File: config.mk
export PLATFORM = sky130hd
export DESIGN_NAME = lrss_section_select
export DESIGN_NICKNAME = d
export VERILOG_FILES = /design/src/rtl/lrss_section_select.v
export VERILOG_INCLUDE_DIRS = /design/src /design/src/rtl
export SDC_FILE = /design/constraint.sdc
export NUM_CORES = 1
export LEC_CHECK = 0
export BUFFER_PORTS_ARGS = -buffer_cell sky130_fd_sc_hd__buf_2
export CORE_MARGIN = 5
export CORE_UTILIZATION = 30
export DETAILED_ROUTE_END_ITERATION = 16
export GPL_ROUTABILITY_DRIVEN = 0
export SLEW_MARGIN = 20
export SYNTH_ARGS = -nofsm -noshare
export SYNTH_HDL_FRONTEND = slang
export SYNTH_SLANG_ARGS = --single-unit
File: constraint.sdc
create_clock -name ref_clk -period 5.1 [get_ports ref_clk]
set_input_delay 0.51 -clock ref_clk [delete_from_list [all_inputs] [get_ports ref_clk]]
set_output_delay 0.51 -clock ref_clk [all_outputs]
set_load 0.01 [all_outputs]
File: src/rtl/lrss_consts.vh
`ifndef LRSS_CONSTS_VH
`define LRSS_CONSTS_VH
`define LRSS_SEL_ADDR 8'hFD
`define LRSS_CODE_NOP 8'h00
`define LRSS_CODE_FRAME_FIRST 8'h01
`define LRSS_CODE_FRAME_LAST 8'h24
`define LRSS_CODE_SET_FIRST 8'h40
`define LRSS_CODE_SET_LAST 8'h45
`define LRSS_CODE_DOTCORR 8'h80
`define LRSS_CODE_CTRL 8'hC0
`define LRSS_SEC_NONE 3'h0
`define LRSS_SEC_FRAME 3'h1
`define LRSS_SEC_SET 3'h2
`define LRSS_SEC_DOTCORR 3'h3
`define LRSS_SEC_CTRL 3'h4
`define LRSS_CFG_MEM_LSB 0
`define LRSS_CFG_MEM_MSB 2
`define LRSS_CFG_DC_BIT 4
`define LRSS_FRAMES_MAX 6'h24
`define LRSS_FRAMES_PER_SET 6'h06
`define LRSS_PWM_ADDR 8'h01
`define LRSS_PWM_MSB 7
`define LRSS_PWM_LSB 5
`endif

File: src/rtl/lrss_section_select.v
// Functional notes
// selection register picks the addressed memory section
// selection holds until a new code arrives
// decode nop, frames, sets, dot correction, control
// frame combines on/off data with a set
// frame names its set; device applies it
// layout n gives n sets, fewer frames
// host programs layout before frame data
// layout in config bits 2:0, dot bit 4
// first frame write locks layout until reset
// host rewrites frames after layout change
// command byte addresses within selected section
// segment zero byte one bits 7:5 hold set
// undefined or out-of-layout codes are ignored
`timescale 1ns/1ps
`default_nettype none
`include "lrss_consts.vh"
module lrss_section_select
#(
	// depth of the per-frame set reference store
	parameter FRAMES = 36
)
(
	// clock and reset
	input wire ref_clk,
	input wire reset,
	// decoded register write from the serial interface
	input wire wr_stb,
	input wire [7:0] wr_addr,
	input wire [7:0] wr_data,
	// config register write (layout fields)
	input wire cfg_wr,
	input wire [7:0] cfg_data,
	// displayed frame index for set lookup
	input wire [5:0] show_frame,
	// selection state
	output reg [2:0] sec_kind,
	output reg [5:0] sec_index,
	output reg [7:0] sec_addr,
	output reg sec_wr,
	output reg [7:0] sec_wdata,
	// layout state
	output reg [2:0] mem_conf,
	output reg dc_enable,
	output reg layout_locked,
	output reg [5:0] frame_count,
	output reg [2:0] set_count,
	// set applied to the shown frame
	output reg [2:0] show_set
);
	// layout capacity and decode terms
	reg [2:0] frame_set [0:FRAMES-1];
	reg [2:0] next_mem_conf;
	reg [2:0] sets_avail;
	reg [7:0] frames_used;
	reg [7:0] frames_full;
	reg [5:0] frames_avail;
	reg [2:0] cfg_mem;
	reg sel_hit;
	reg frame_wr;
	reg [7:0] frame_off;
	reg [7:0] set_off;
	reg [2:0] next_kind;
	reg [5:0] next_index;
	reg next_valid;
	reg [2:0] show_ref;
	reg show_ok;
	genvar g;

	// sets = n, frames = 36 - 6(n-1), minus one with dot correction
	always @*
	begin
		next_mem_conf = mem_conf;
		if (mem_conf == 3'h0 || mem_conf > 3'h6)
			next_mem_conf = 3'h1;
		sets_avail = next_mem_conf;
		frames_used = {5'h00, next_mem_conf - 3'h1}
			* {2'h0, `LRSS_FRAMES_PER_SET};
		frames_full = {2'h0, `LRSS_FRAMES_MAX} - frames_used
			- {7'h00, dc_enable};
		frames_avail = frames_full[5:0];
	end

	always @*
	begin
		cfg_mem = cfg_data[`LRSS_CFG_MEM_MSB:`LRSS_CFG_MEM_LSB];
		sel_hit = wr_stb && (wr_addr == `LRSS_SEL_ADDR);
		frame_wr = wr_stb && !sel_hit && (sec_kind == `LRSS_SEC_FRAME);
		frame_off = wr_data - `LRSS_CODE_FRAME_FIRST;
		set_off = wr_data - `LRSS_CODE_SET_FIRST;
		next_kind = sec_kind;
		next_index = sec_index;
		next_valid = 1'b0;
		// codes compared whole; near misses such as 0x25 fall through

		if (wr_data >= `LRSS_CODE_FRAME_FIRST &&
			wr_data <= `LRSS_CODE_FRAME_LAST)
		begin
			if (frame_off[5:0] < frames_avail)
			begin
				next_kind = `LRSS_SEC_FRAME;
				next_index = frame_off[5:0];
				next_valid = 1'b1;
			end
		end
		else if (wr_data >= `LRSS_CODE_SET_FIRST &&
			wr_data <= `LRSS_CODE_SET_LAST)
		begin
			if (set_off[2:0] < sets_avail)
			begin
				next_kind = `LRSS_SEC_SET;
				next_index = {3'h0, set_off[2:0]};
				next_valid = 1'b1;
			end
		end
		else if (wr_data == `LRSS_CODE_DOTCORR)
		begin
			next_kind = `LRSS_SEC_DOTCORR;
			next_index = 6'h00;
			next_valid = 1'b1;
		end
		else if (wr_data == `LRSS_CODE_CTRL)
		begin
			next_kind = `LRSS_SEC_CTRL;
			next_index = 6'h00;
			next_valid = 1'b1;
		end
	end

	// out-of-range frames read no entry, so no unknown leaks out
	always @*
	begin
		show_ref = 3'h0;
		show_ok = 1'b0;
		if (show_frame < frames_avail)
		begin
			show_ref = frame_set[show_frame];
			show_ok = (show_ref < sets_avail);
		end
	end

	// one store per frame; reset clears every set reference
	generate
		for (g = 0; g < FRAMES; g = g + 1)
		begin : g_frame
			localparam [5:0] IDX = g;
			always @(posedge ref_clk or posedge reset)
			begin
				if (reset)
					frame_set[g] <= 3'h0;
				else if (frame_wr && sec_index == IDX &&
					wr_addr == `LRSS_PWM_ADDR)
					frame_set[g] <=
						wr_data[`LRSS_PWM_MSB:`LRSS_PWM_LSB];
			end
		end
	endgenerate

	// lock taken only after this write; frozen while locked
	always @(posedge ref_clk or posedge reset)
	begin
		if (reset)
		begin
			mem_conf <= 3'h1;
			dc_enable <= 1'b0;
			layout_locked <= 1'b0;
		end
		else
		begin
			if (frame_wr)
				layout_locked <= 1'b1;
			// a cfg write in the locking cycle still lands
			if (cfg_wr && !layout_locked)
			begin
				mem_conf <= (cfg_mem == 3'h0 || cfg_mem > 3'h6) ?
					3'h1 : cfg_mem;
				dc_enable <= cfg_data[`LRSS_CFG_DC_BIT];
			end
		end
	end

	always @(posedge ref_clk or posedge reset)
	begin
		if (reset)
		begin
			sec_kind <= `LRSS_SEC_NONE;
			sec_index <= 6'h00;
			sec_addr <= 8'h00;
			sec_wr <= 1'b0;
			sec_wdata <= 8'h00;
			frame_count <= 6'h24;
			set_count <= 3'h1;
			show_set <= 3'h0;
		end
		else
		begin
			// one-cycle strobe; a sink cannot stall it
			sec_wr <= 1'b0;
			frame_count <= frames_avail;
			set_count <= sets_avail;
			// selection persists otherwise
			if (sel_hit && next_valid)
			begin
				sec_kind <= next_kind;
				sec_index <= next_index;
			end
			// other addresses are offsets in the section
			if (wr_stb && !sel_hit && sec_kind != `LRSS_SEC_NONE)
			begin
				sec_addr <= wr_addr;
				sec_wdata <= wr_data;
				sec_wr <= 1'b1;
			end
			// frame reuses a shared set; set 0 outside layout
			show_set <= show_ok ? show_ref : 3'h0;
		end
	end
endmodule // lrss_section_select
`default_nettype wire

==> impl_metrics.json, run 1 <==
{
  "synthTopCellsByArea": "dfrtp_1, mux2_2, mux4_2, ha_1, mux2i_1",
  "slowest_stage": "dfstp_2",
  "r2r_cells": 15,
  "clk_path_buf_depth": 2,
  "fin_skew_ns": 0.005517,
  "crit_arrival_ns": 4.64,
  "area_growth_pct": 15.33,
  "synth_ff_type": "dfrtp_1",
  "fmax_mhz": 231.0,
  "grt_usage": 0.1324,
  "critPathBufInv": 3,
  "rows": 59,
  "core_sq_um": 25910,
  "post_cts_resized": 0,
  "layout.cells.non_filler": 1035,
  "die_w_um": 171.8,
  "cp_cell_sequence": "o21bai_1 -> inv_1 -> ha_1 -> xor2_1 -> fa_1 -> inv_1 -> nand3_1 -> xor2_1 -> inv_1 -> ha_1 -> a21oi_1 -> o21ai_1 -> o221a_4 -> nor3_4 -> mux2_4",
  "worst-path-max-fanout": 6,
  "wirelength_um": 18840,
  "min_period_over_period": 0.8489,
  "place_inst": 1004,
  "drt-initial-drc-count": 330,
  "cts_buffers": 17,
  "final_util": 0.3495,
  "netlist.area_leader.share": 0.4685,
  "grt_pass1_wl_um": 29990,
  "netlist_instances": 620,
  "wl_per_cell_um": 18.20,
  "finalCriticalPeriod_ns": 4.329,
  "endpoint_kind": "register",
  "root_buffer": "clkbuf_16",
  "hp-class": "input port to asynchronous set/reset pin",
  "status": "complete, no violations",
  "ys_ff_latch": 151,
  "ys_seq_area_frac": 0.4819,
  "start_util": 0.3030,
  "pre_cts_ws_ns": 0.7393,
  "tightest_slew_ns": 0.8532,
  "syn-cell-area_sq_um": 7851,
  "crit_type": "register to register",
  "postPlaceCellArea_sq_um": 8496,
  "cts_tree": "built",
  "clock_sinks": 151,
  "die-area_sq_um": 29510,
  "setup_tns_ns": 0,
  "leakagePower_nw": 4.319,
  "drv_cap": 0,
  "cts_setup_buffers": 0,
  "vias": 5185,
  "syn_area_per_cell_sq_um": 12.66,
  "crit_required_ns": 5.41,
  "final_area_sq_um": 9055,
  "grt_pass1_vias": 5308,
  "antenna_cells": 0,
  "die_y_um": 171.8,
  "nFillCells": 2554,
  "rsz0062_at_grt": "false",
  "yosys_warnings": 0,
  "drc": 0,
  "p_per_area_nw_per_um2": 315.3,
  "grt_max_degree": 112,
  "io_buffers": 72,
  "htreeDepth": 4,
  "relSlewSlack": 0.4312,
  "seq_area_sq_um": 3784,
  "cp.depth": 15,
  "grt.overflow.total": 0,
  "fin_ws_ns": 0.7707,
  "holdWs_ns": 0.2097,
  "syn_nets": 677,
  "critPathMaxStageDelay_ns": 0.59,
  "hpwl_um": 13120,
  "synth_edf_count": 0,
  "antenna_found_initial": 2,
  "clkTransAtPathRegs_ns": 0.06,
  "ant_nets": 0,
  "critPathMostFrequentCell": "inv_1",
  "clk_latency_ns": 0.43,
  "ir_worst_vdd_mv": 0.2677,
  "async_reset_ff_frac": 1.000,
  "cts_hold_buf": 0,
  "fin_total_pwr_mw": 2.855,
  "yosysTopAreaCell": "dfrtp_1",
  "drt_first_pass_iters": 4,
  "drive_above_1_share": 0.3886,
  "synth_cell_types": 80,
  "io_pins": 77,
  "via_per_inst": 5.010,
  "multiInputGateArea_sq_um": 3792,
  "crit_path_start_kind": "register",
  "crit_family": "adder cells",
  "hold_viol": 0,
  "fin_nets": 745,
  "setup_violations": 0,
  "slew_violations": 0
}
-- registers in the layout (all words and copies together), names as in the netlist --
name	flops
frame_count	6
mem_conf	3
layout_locked	1
frame_set	108
sec_index	6
sec_addr	8
dc_enable	1
set_count	3
sec_wr	1
sec_kind	3
show_set	3
sec_wdata	8
-- worst paths after layout --
check | start | end | slack (ns)
min in group ref_clk | cfg_data[4] | dc_enable | 0.29
min | reset | frame_set[63] | 0.21
max reg2reg | mem_conf[0] | sec_index[2] | 0.77
max in group asynchronous | reset | sec_wdata[6] | 3.75
min reg2reg | sec_wdata[1] | sec_wdata[1] | 0.48
max | mem_conf[0] | sec_index[2] | 0.77
-- cell families (layout without fill, tap and decap cells) --
logic type / Yosys count / after routing / synth area share
muxes: 173 / 173 / 0.2679
DFF: 151 / 151 / 0.4819
and+or+nand+nor: 141 / 141 / 0.1007
AOI/OAI and AO/OA: 68 / 68 / 0.06454
buffers and inverters: 56 / 136 / 0.03506
adders and majority gates: 24 / 24 / 0.04000
xor gates and xnor gates: 7 / 7 / 0.009880
-- synth_stat cells (all sizes together), types with 3 or more instances --
cell type / instances
dfstp: 4
xnor2: 4
o21a: 4
o311ai: 4
nor3: 5
nor2b: 10
mux4: 15
and2: 3
clkbuf: 17
o211ai: 3
dfrtp: 147
buf: 9
mux2i: 26
a22oi: 5
nor2: 37
nor4: 7
nand2: 31
nand3: 18
mux2: 132
nand2b: 9
inv: 30
nor4b: 4
a21oi: 7
a21boi: 6
ha: 21
a21o: 3
o21ai: 14
-- placed cells by master (no fill, tap or decap), types with 6 or more instances in the layout --
cell type | synthesis | final
nand2b_1 | 9 | 9
clkbuf_16 | 0 | 17
buf_2 | 2 | 72
mux2_2 | 122 | 122
nor2b_1 | 9 | 9
dfrtp_1 | 147 | 147
a21oi_1 | 7 | 7
nor2_1 | 37 | 37
o21ai_0 | 13 | 13
ha_1 | 21 | 21
mux2i_1 | 26 | 26
nand3_1 | 17 | 17
mux4_2 | 14 | 14
nand2_1 | 28 | 28
inv_1 | 28 | 27
mux2_1 | 6 | 6
-- worst register-to-register path, stage by stage, from the launching register on --
cell	delay [ns]
dfstp_2	0.59
o21bai_1	0.20
inv_1	0.15
ha_1	0.23
xor2_1	0.36
fa_1	0.50
inv_1	0.11
nand3_1	0.08
xor2_1	0.20
inv_1	0.10
ha_1	0.31
a21oi_1	0.13
o21ai_1	0.18
o221a_4	0.35
nor3_4	0.38
mux2_4	0.34
-- metal layers --
metal / global-route usage / up-vias / wire length, um / part of all wire
li1: - / 2382 / - / -
met2: 0.2195 / 118 / 9138 / 0.48
met1: 0.1700 / 2653 / 8396 / 0.45
met4: 0.04101 / 4 / 336 / 0.018
met3: 0.03470 / 28 / 942 / 0.050
met5: 0 / - / 27 / 0.0014
-- power by group --
group / internal (mW) / switching, mW
Sequential: 1.24 / 0.0247
Combinational: 0.146 / 0.230
Clock: 0.727 / 0.487
Total: 2.11 / 0.741
-- cell type report --
| class | count | area share |
|---|---|---|
| multi-input combinational | 413 | 0.4188 |
| sequential | 151 | 0.4179 |
| clock buffer | 22 | 0.05016 |
| tap | 335 | 0.04629 |
| timing repair buffer | 75 | 0.04228 |
| inverter | 30 | 0.01327 |
| clock inverter | 9 | 0.01133 |
No activity file was read; power rests on OpenSTA's default activity.
==> run 2, diff against run 1 <==
==> constraint.sdc (replaced) <==
create_clock -name ref_clk -period 4.3 [get_ports ref_clk]
set_input_delay 0.43 -clock ref_clk [delete_from_list [all_inputs] [get_ports ref_clk]]
set_output_delay 0.43 -clock ref_clk [all_outputs]
set_load 0.01 [all_outputs]
==> impl_metrics.json, run 2 (synthesis results as in run 1) <==
{
  "crit_arrival_ns": 4.35,
  "core_sq_um": 25910,
  "layout.cells.non_filler": 1042,
  "worst-path-max-fanout": 5,
  "slew_violations": 0,
  "wirelength_um": 19030,
  "via_per_inst": 4.979,
  "relSlewSlack": 0.4354,
  "regMostFlops": "frame_set",
  "die_y_um": 171.8,
  "grt.overflow.total": 0,
  "postPlaceCellArea_sq_um": 8544,
  "pre_cts_ws_ns": 0.2073,
  "layout_common_cells": "dfrtp_1, mux2_2, buf_2",
  "finalCriticalPeriod_ns": 4.038,
  "fin_skew_ns": 0.01080,
  "crit_path_start_kind": "register",
  "clk_path_buf_depth": 2,
  "seq_power_share": 0.427,
  "tightest_slew_ns": 0.8469,
  "drt_first_pass_iters": 5,
  "hold_viol": 0,
  "area_growth_pct": 16.86,
  "endpoint_kind": "register",
  "hpwl_um": 13190,
  "min_period_over_period": 0.9391,
  "root_buffer": "clkbuf_16",
  "clkPwrFrac": 0.442,
  "top_regs": "frame_set x108, sec_addr x8, sec_wdata x8",
  "ir_worst_vdd_mv": 0.2748,
  "fmax_mhz": 247.6,
  "multiInputGateArea_sq_um": 3800,
  "largest_register_ff_count": 108,
  "wl_per_cell_um": 18.27,
  "cts_tree": "built",
  "drive_above_1_share": 0.4003,
  "hp-class": "input port to asynchronous set/reset pin",
  "fin_nets": 751,
  "final_util": 0.3541,
  "io_pins": 77,
  "clock_sinks": 151,
  "cts_buffers": 17,
  "final_common_cell": "dfrtp_1",
  "vias": 5188,
  "grt_usage": 0.1340,
  "place_inst": 1009,
  "fin_ws_ns": 0.2619,
  "internal_power_mw": 2.591,
  "htreeDepth": 4,
  "antenna_cells": 0,
  "antenna_found_initial": 1,
  "drv_cap": 0,
  "rows": 59,
  "final_area_sq_um": 9175,
  "drt-initial-drc-count": 341,
  "fin_total_pwr_mw": 3.516,
  "crit_required_ns": 4.62,
  "die_w_um": 171.8,
  "p_per_area_nw_per_um2": 383.3,
  "clk_latency_ns": 0.43,
  "drc": 0,
  "setup_violations": 0,
  "clkTransAtPathRegs_ns": 0.07,
  "seq_area_sq_um": 3784,
  "sw_frac_of_total": 0.2633,
  "start_util": 0.3030,
  "io_buffers": 72,
  "cts_hold_buf": 0,
  "nFillCells": 2512,
  "die-area_sq_um": 29510,
  "grt_pass1_wl_um": 30550,
  "grt_pass1_vias": 5245,
  "combPwrFrac": 0.131,
  "status": "complete, no violations",
  "leakagePower_nw": 4.367,
  "ant_nets": 0,
  "grt_max_degree": 124,
  "crit_type": "register to register",
  "p_switching_uw": 925.8
}
## run 2: layout make-up
class | instances | area share
inverters | 30 | 0.01268
multi-input cells | 413 | 0.4142
clock inverters | 13 | 0.01882
well taps | 335 | 0.04568
flip-flops and latches | 151 | 0.4124
clock buffers | 19 | 0.04827
repair buffers | 81 | 0.04800
## run 2: worst paths after layout
kind / slack (ns) / to / depth (start not counted) / startpoint
worst max-delay path: 0.26 / sec_index[1] / 17 / mem_conf[0]
worst min-delay path: 0.09 / frame_set[60] / 2 / reset
worst max register to register: 0.26 / sec_index[1] / 17 / mem_conf[0]
worst min register to register: 0.47 / sec_wdata[0] / 2 / sec_wdata[0]
max in group asynchronous: 3.12 / layout_locked / 3 / reset
min in group ref_clk: 0.22 / dc_enable / 3 / cfg_data[4]
## run 2: stage by stage
stage / hold WS, ns / TNS (ns)
after floorplan: 0.4589 / 0
after global placement: 0.4588 / 0
after detailed placement: 0.4661 / 0
after CTS: 0.1007 / 0
after global routing: 0.1344 / -0.05098
final: 0.09033 / 0
## run 2: routing by layer
layer | wire [um] | share of wire | global-route usage
met3 | 941 | 0.049 | 0.03057
met1 | 8662 | 0.46 | 0.1803
met4 | 231 | 0.012 | 0.03486
met5 | 13 | 0.00068 | 0
met2 | 9184 | 0.48 | 0.2195
## run 2: power groups by stage
stage                     clock network [mW]  logic [mW]  registers, mW
after CTS                               1.58       0.469           1.50
after global routing                    1.64       0.519           1.51
final                                   1.55       0.461           1.50
after detailed placement                   0       0.465           1.53
after floorplan                            0       0.282           1.55
after global placement                     0       0.457           1.53
## run 2: critical path, cell delays in order (launching register included)
cell	delay (ns)
dfstp_2	0.58
o21bai_1	0.16
inv_1	0.12
ha_1	0.25
xor2_2	0.22
fa_1	0.60
inv_1	0.07
nand3_1	0.08
xor2_1	0.19
inv_1	0.09
ha_1	0.31
a21oi_1	0.12
o21ai_1	0.10
buf_4	0.17
and3_1	0.21
nor3_4	0.16
buf_4	0.19
mux2_4	0.30
## run 2: what timing repair did
| action | in CTS | in global routing |
|---|---|---|
| resized for setup | 0 | 1 |
| setup buffers | 0 | 1 |
| setup endpoints to repair | 0 | 5 |
==> run 3, diff against run 2 <==
--- a/config.mk
+++ b/config.mk
@@ -7,11 +7,11 @@
 export NUM_CORES = 1
 export LEC_CHECK = 0
 export BUFFER_PORTS_ARGS = -buffer_cell sky130_fd_sc_hd__buf_2
+export CORE_ASPECT_RATIO = 1.5
 export CORE_MARGIN = 5
 export CORE_UTILIZATION = 30
 export DETAILED_ROUTE_END_ITERATION = 16
 export GPL_ROUTABILITY_DRIVEN = 0
-export SLEW_MARGIN = 20
 export SYNTH_ARGS = -nofsm -noshare
 export SYNTH_HDL_FRONTEND = slang
 export SYNTH_SLANG_ARGS = --single-unit
==> constraint.sdc (replaced) <==
create_clock -name ref_clk -period 4.3 [get_ports ref_clk]
set_input_delay 0 -clock ref_clk [delete_from_list [all_inputs] [get_ports ref_clk]]
set_output_delay 0 -clock ref_clk [all_outputs]
set_load 0.01 [all_outputs]
==> impl_metrics.json, run 3 (synthesis results as in run 1) <==
{
  "p_switching_uw": 937.9,
  "fin_skew_ns": 0.007739,
  "final_area_sq_um": 9420,
  "worst-path-max-fanout": 6,
  "crit_required_ns": 4.61,
  "reg2reg_from": "mem_conf[0]",
  "vias": 5288,
  "internal_power_mw": 2.735,
  "relSlewSlack": 0.4297,
  "core_sq_um": 25850,
  "clk_path_buf_depth": 2,
  "wirelength_um": 20150,
  "setup_violations": 0,
  "drc": 0,
  "clkPwrFrac": 0.460,
  "root_buffer": "clkbuf_16",
  "cts_buffers": 17,
  "layout_common_cells": "dfrtp_1, mux2_2, buf_2",
  "die_w_um": 142.1,
  "drive_above_1_share": 0.3893,
  "hpwl_um": 14560,
  "leakagePower_nw": 4.465,
  "rsz0062_at_grt": "false",
  "ant_nets": 0,
  "htreeDepth": 4,
  "clk_latency_ns": 0.43,
  "startpoint": "mem_conf[0]",
  "hold_viol": 0,
  "crit_arrival_ns": 4.35,
  "drt_first_pass_iters": 4,
  "area_growth_pct": 19.98,
  "tightest_slew_ns": 0.8554,
  "crit_type": "register to register",
  "regMostFlops": "frame_set",
  "wl_per_cell_um": 18.99,
  "clkTransAtPathRegs_ns": 0.06,
  "cts_tree": "built",
  "grt_pass1_vias": 5751,
  "finalCriticalPeriod_ns": 4.034,
  "seq_power_share": 0.408,
  "cts_setup_buffers": 0,
  "io_buffers": 72,
  "io_pins": 77,
  "final_common_cell": "dfrtp_1",
  "largest_register_ff_count": 108,
  "clock_sinks": 151,
  "grt_usage": 0.1415,
  "hp-class": "input port to register",
  "grt_pass1_wl_um": 32510,
  "p_per_area_nw_per_um2": 389.9,
  "start_util": 0.3037,
  "min_period_over_period": 0.9382,
  "via_per_inst": 4.984,
  "hold_start": "cfg_wr",
  "setup_tns_ns": 0,
  "fin_nets": 771,
  "postPlaceCellArea_sq_um": 8531,
  "slew_violations": 0,
  "seq_area_sq_um": 3784,
  "multiInputGateArea_sq_um": 3800,
  "grt.overflow.total": 0,
  "ir_worst_vdd_mv": 0.2617,
  "fmax_mhz": 247.9,
  "drv_cap": 0,
  "antenna_found_initial": 3,
  "endpoint_kind": "register",
  "fin_total_pwr_mw": 3.673,
  "die-area_sq_um": 29570,
  "crit_path_start_kind": "register",
  "status": "complete, no violations",
  "rows": 72,
  "die_y_um": 208.1,
  "top_regs": "frame_set x108, sec_addr x8, sec_wdata x8",
  "sw_frac_of_total": 0.2553,
  "nFillCells": 2464,
  "grt_max_degree": 85,
  "drt-initial-drc-count": 234,
  "combPwrFrac": 0.131
}
run 3: what timing repair did:
item | 4_1_cts | 5_1_grt
setup endpoints to repair | 0 | 4
resized for setup | 0 | 1
hold buffers | 21 | 0
endpoints found under the hold margin | 101 | 0
run 3: area by class of cell:
type	count	area share
Sequential cell	151	0.4016
Clock buffer	19	0.04808
Clock inverter	13	0.02298
Inverter	30	0.01249
Antenna cell	1	0.0002656
Timing Repair Buffer	101	0.06694
Multi-Input combinational cell	413	0.4034
Tap cell	333	0.04423
run 3: power groups by stage:
stage,Clock [mW],Combinational (mW),Sequential [mW]
final,1.69,0.483,1.50
after global routing,1.78,0.543,1.51
after CTS,1.72,0.487,1.50
after detailed placement,0,0.469,1.53
after global placement,0,0.462,1.53
after floorplan,0,0.281,1.55
run 3: final timing paths:
path / to / slack, ns / cells past startpoint
max: sec_index[0] / 0.27 / 16
min in group asynchronous: sec_addr[2] / 0.27 / 3
max in group asynchronous: set_count[0] / 2.96 / 4
min reg2reg: frame_set[86] / 0.49 / 1
max reg2reg: sec_index[0] / 0.27 / 16
min: mem_conf[0] / 0.05 / 4
run 3: per-layer routing:
metal | track usage | part of all wire | vias to the layer above
met5 | 0 | 0.0013 | -
met4 | 0.07119 | 0.034 | 4
met3 | 0.02435 | 0.031 | 36
met2 | 0.2598 | 0.55 | 113
met1 | 0.1531 | 0.38 | 2697
li1 | - | - | 2438
run 3: per-stage QoR:
stage	hold WS [ns]	setup WS [ns]	util	instances
after floorplan	0.1168	0.2419	-	620
after global placement	0.2056	0.2953	0.3299	1007
after detailed placement	0.2079	0.2126	0.3299	1007
after CTS	0.04546	0.2005	0.3640	1060
after global routing	0.09083	0.03059	0.3644	1061
final	0.05020	0.2658	0.3644	1061
run 3: critical path, stage by stage, from the launching register on:
cell and delay [ns]:
dfstp_2 0.58, o21bai_1 0.14, inv_1 0.12, ha_1 0.24, xor2_2 0.22, fa_1 0.60, inv_1 0.07, nand3_1 0.08
xor2_1 0.19, inv_1 0.09, ha_1 0.32, a21oi_1 0.13, o21ai_1 0.11, buf_4 0.17, and3_1 0.21, nor3_4 0.33
mux2_4 0.34
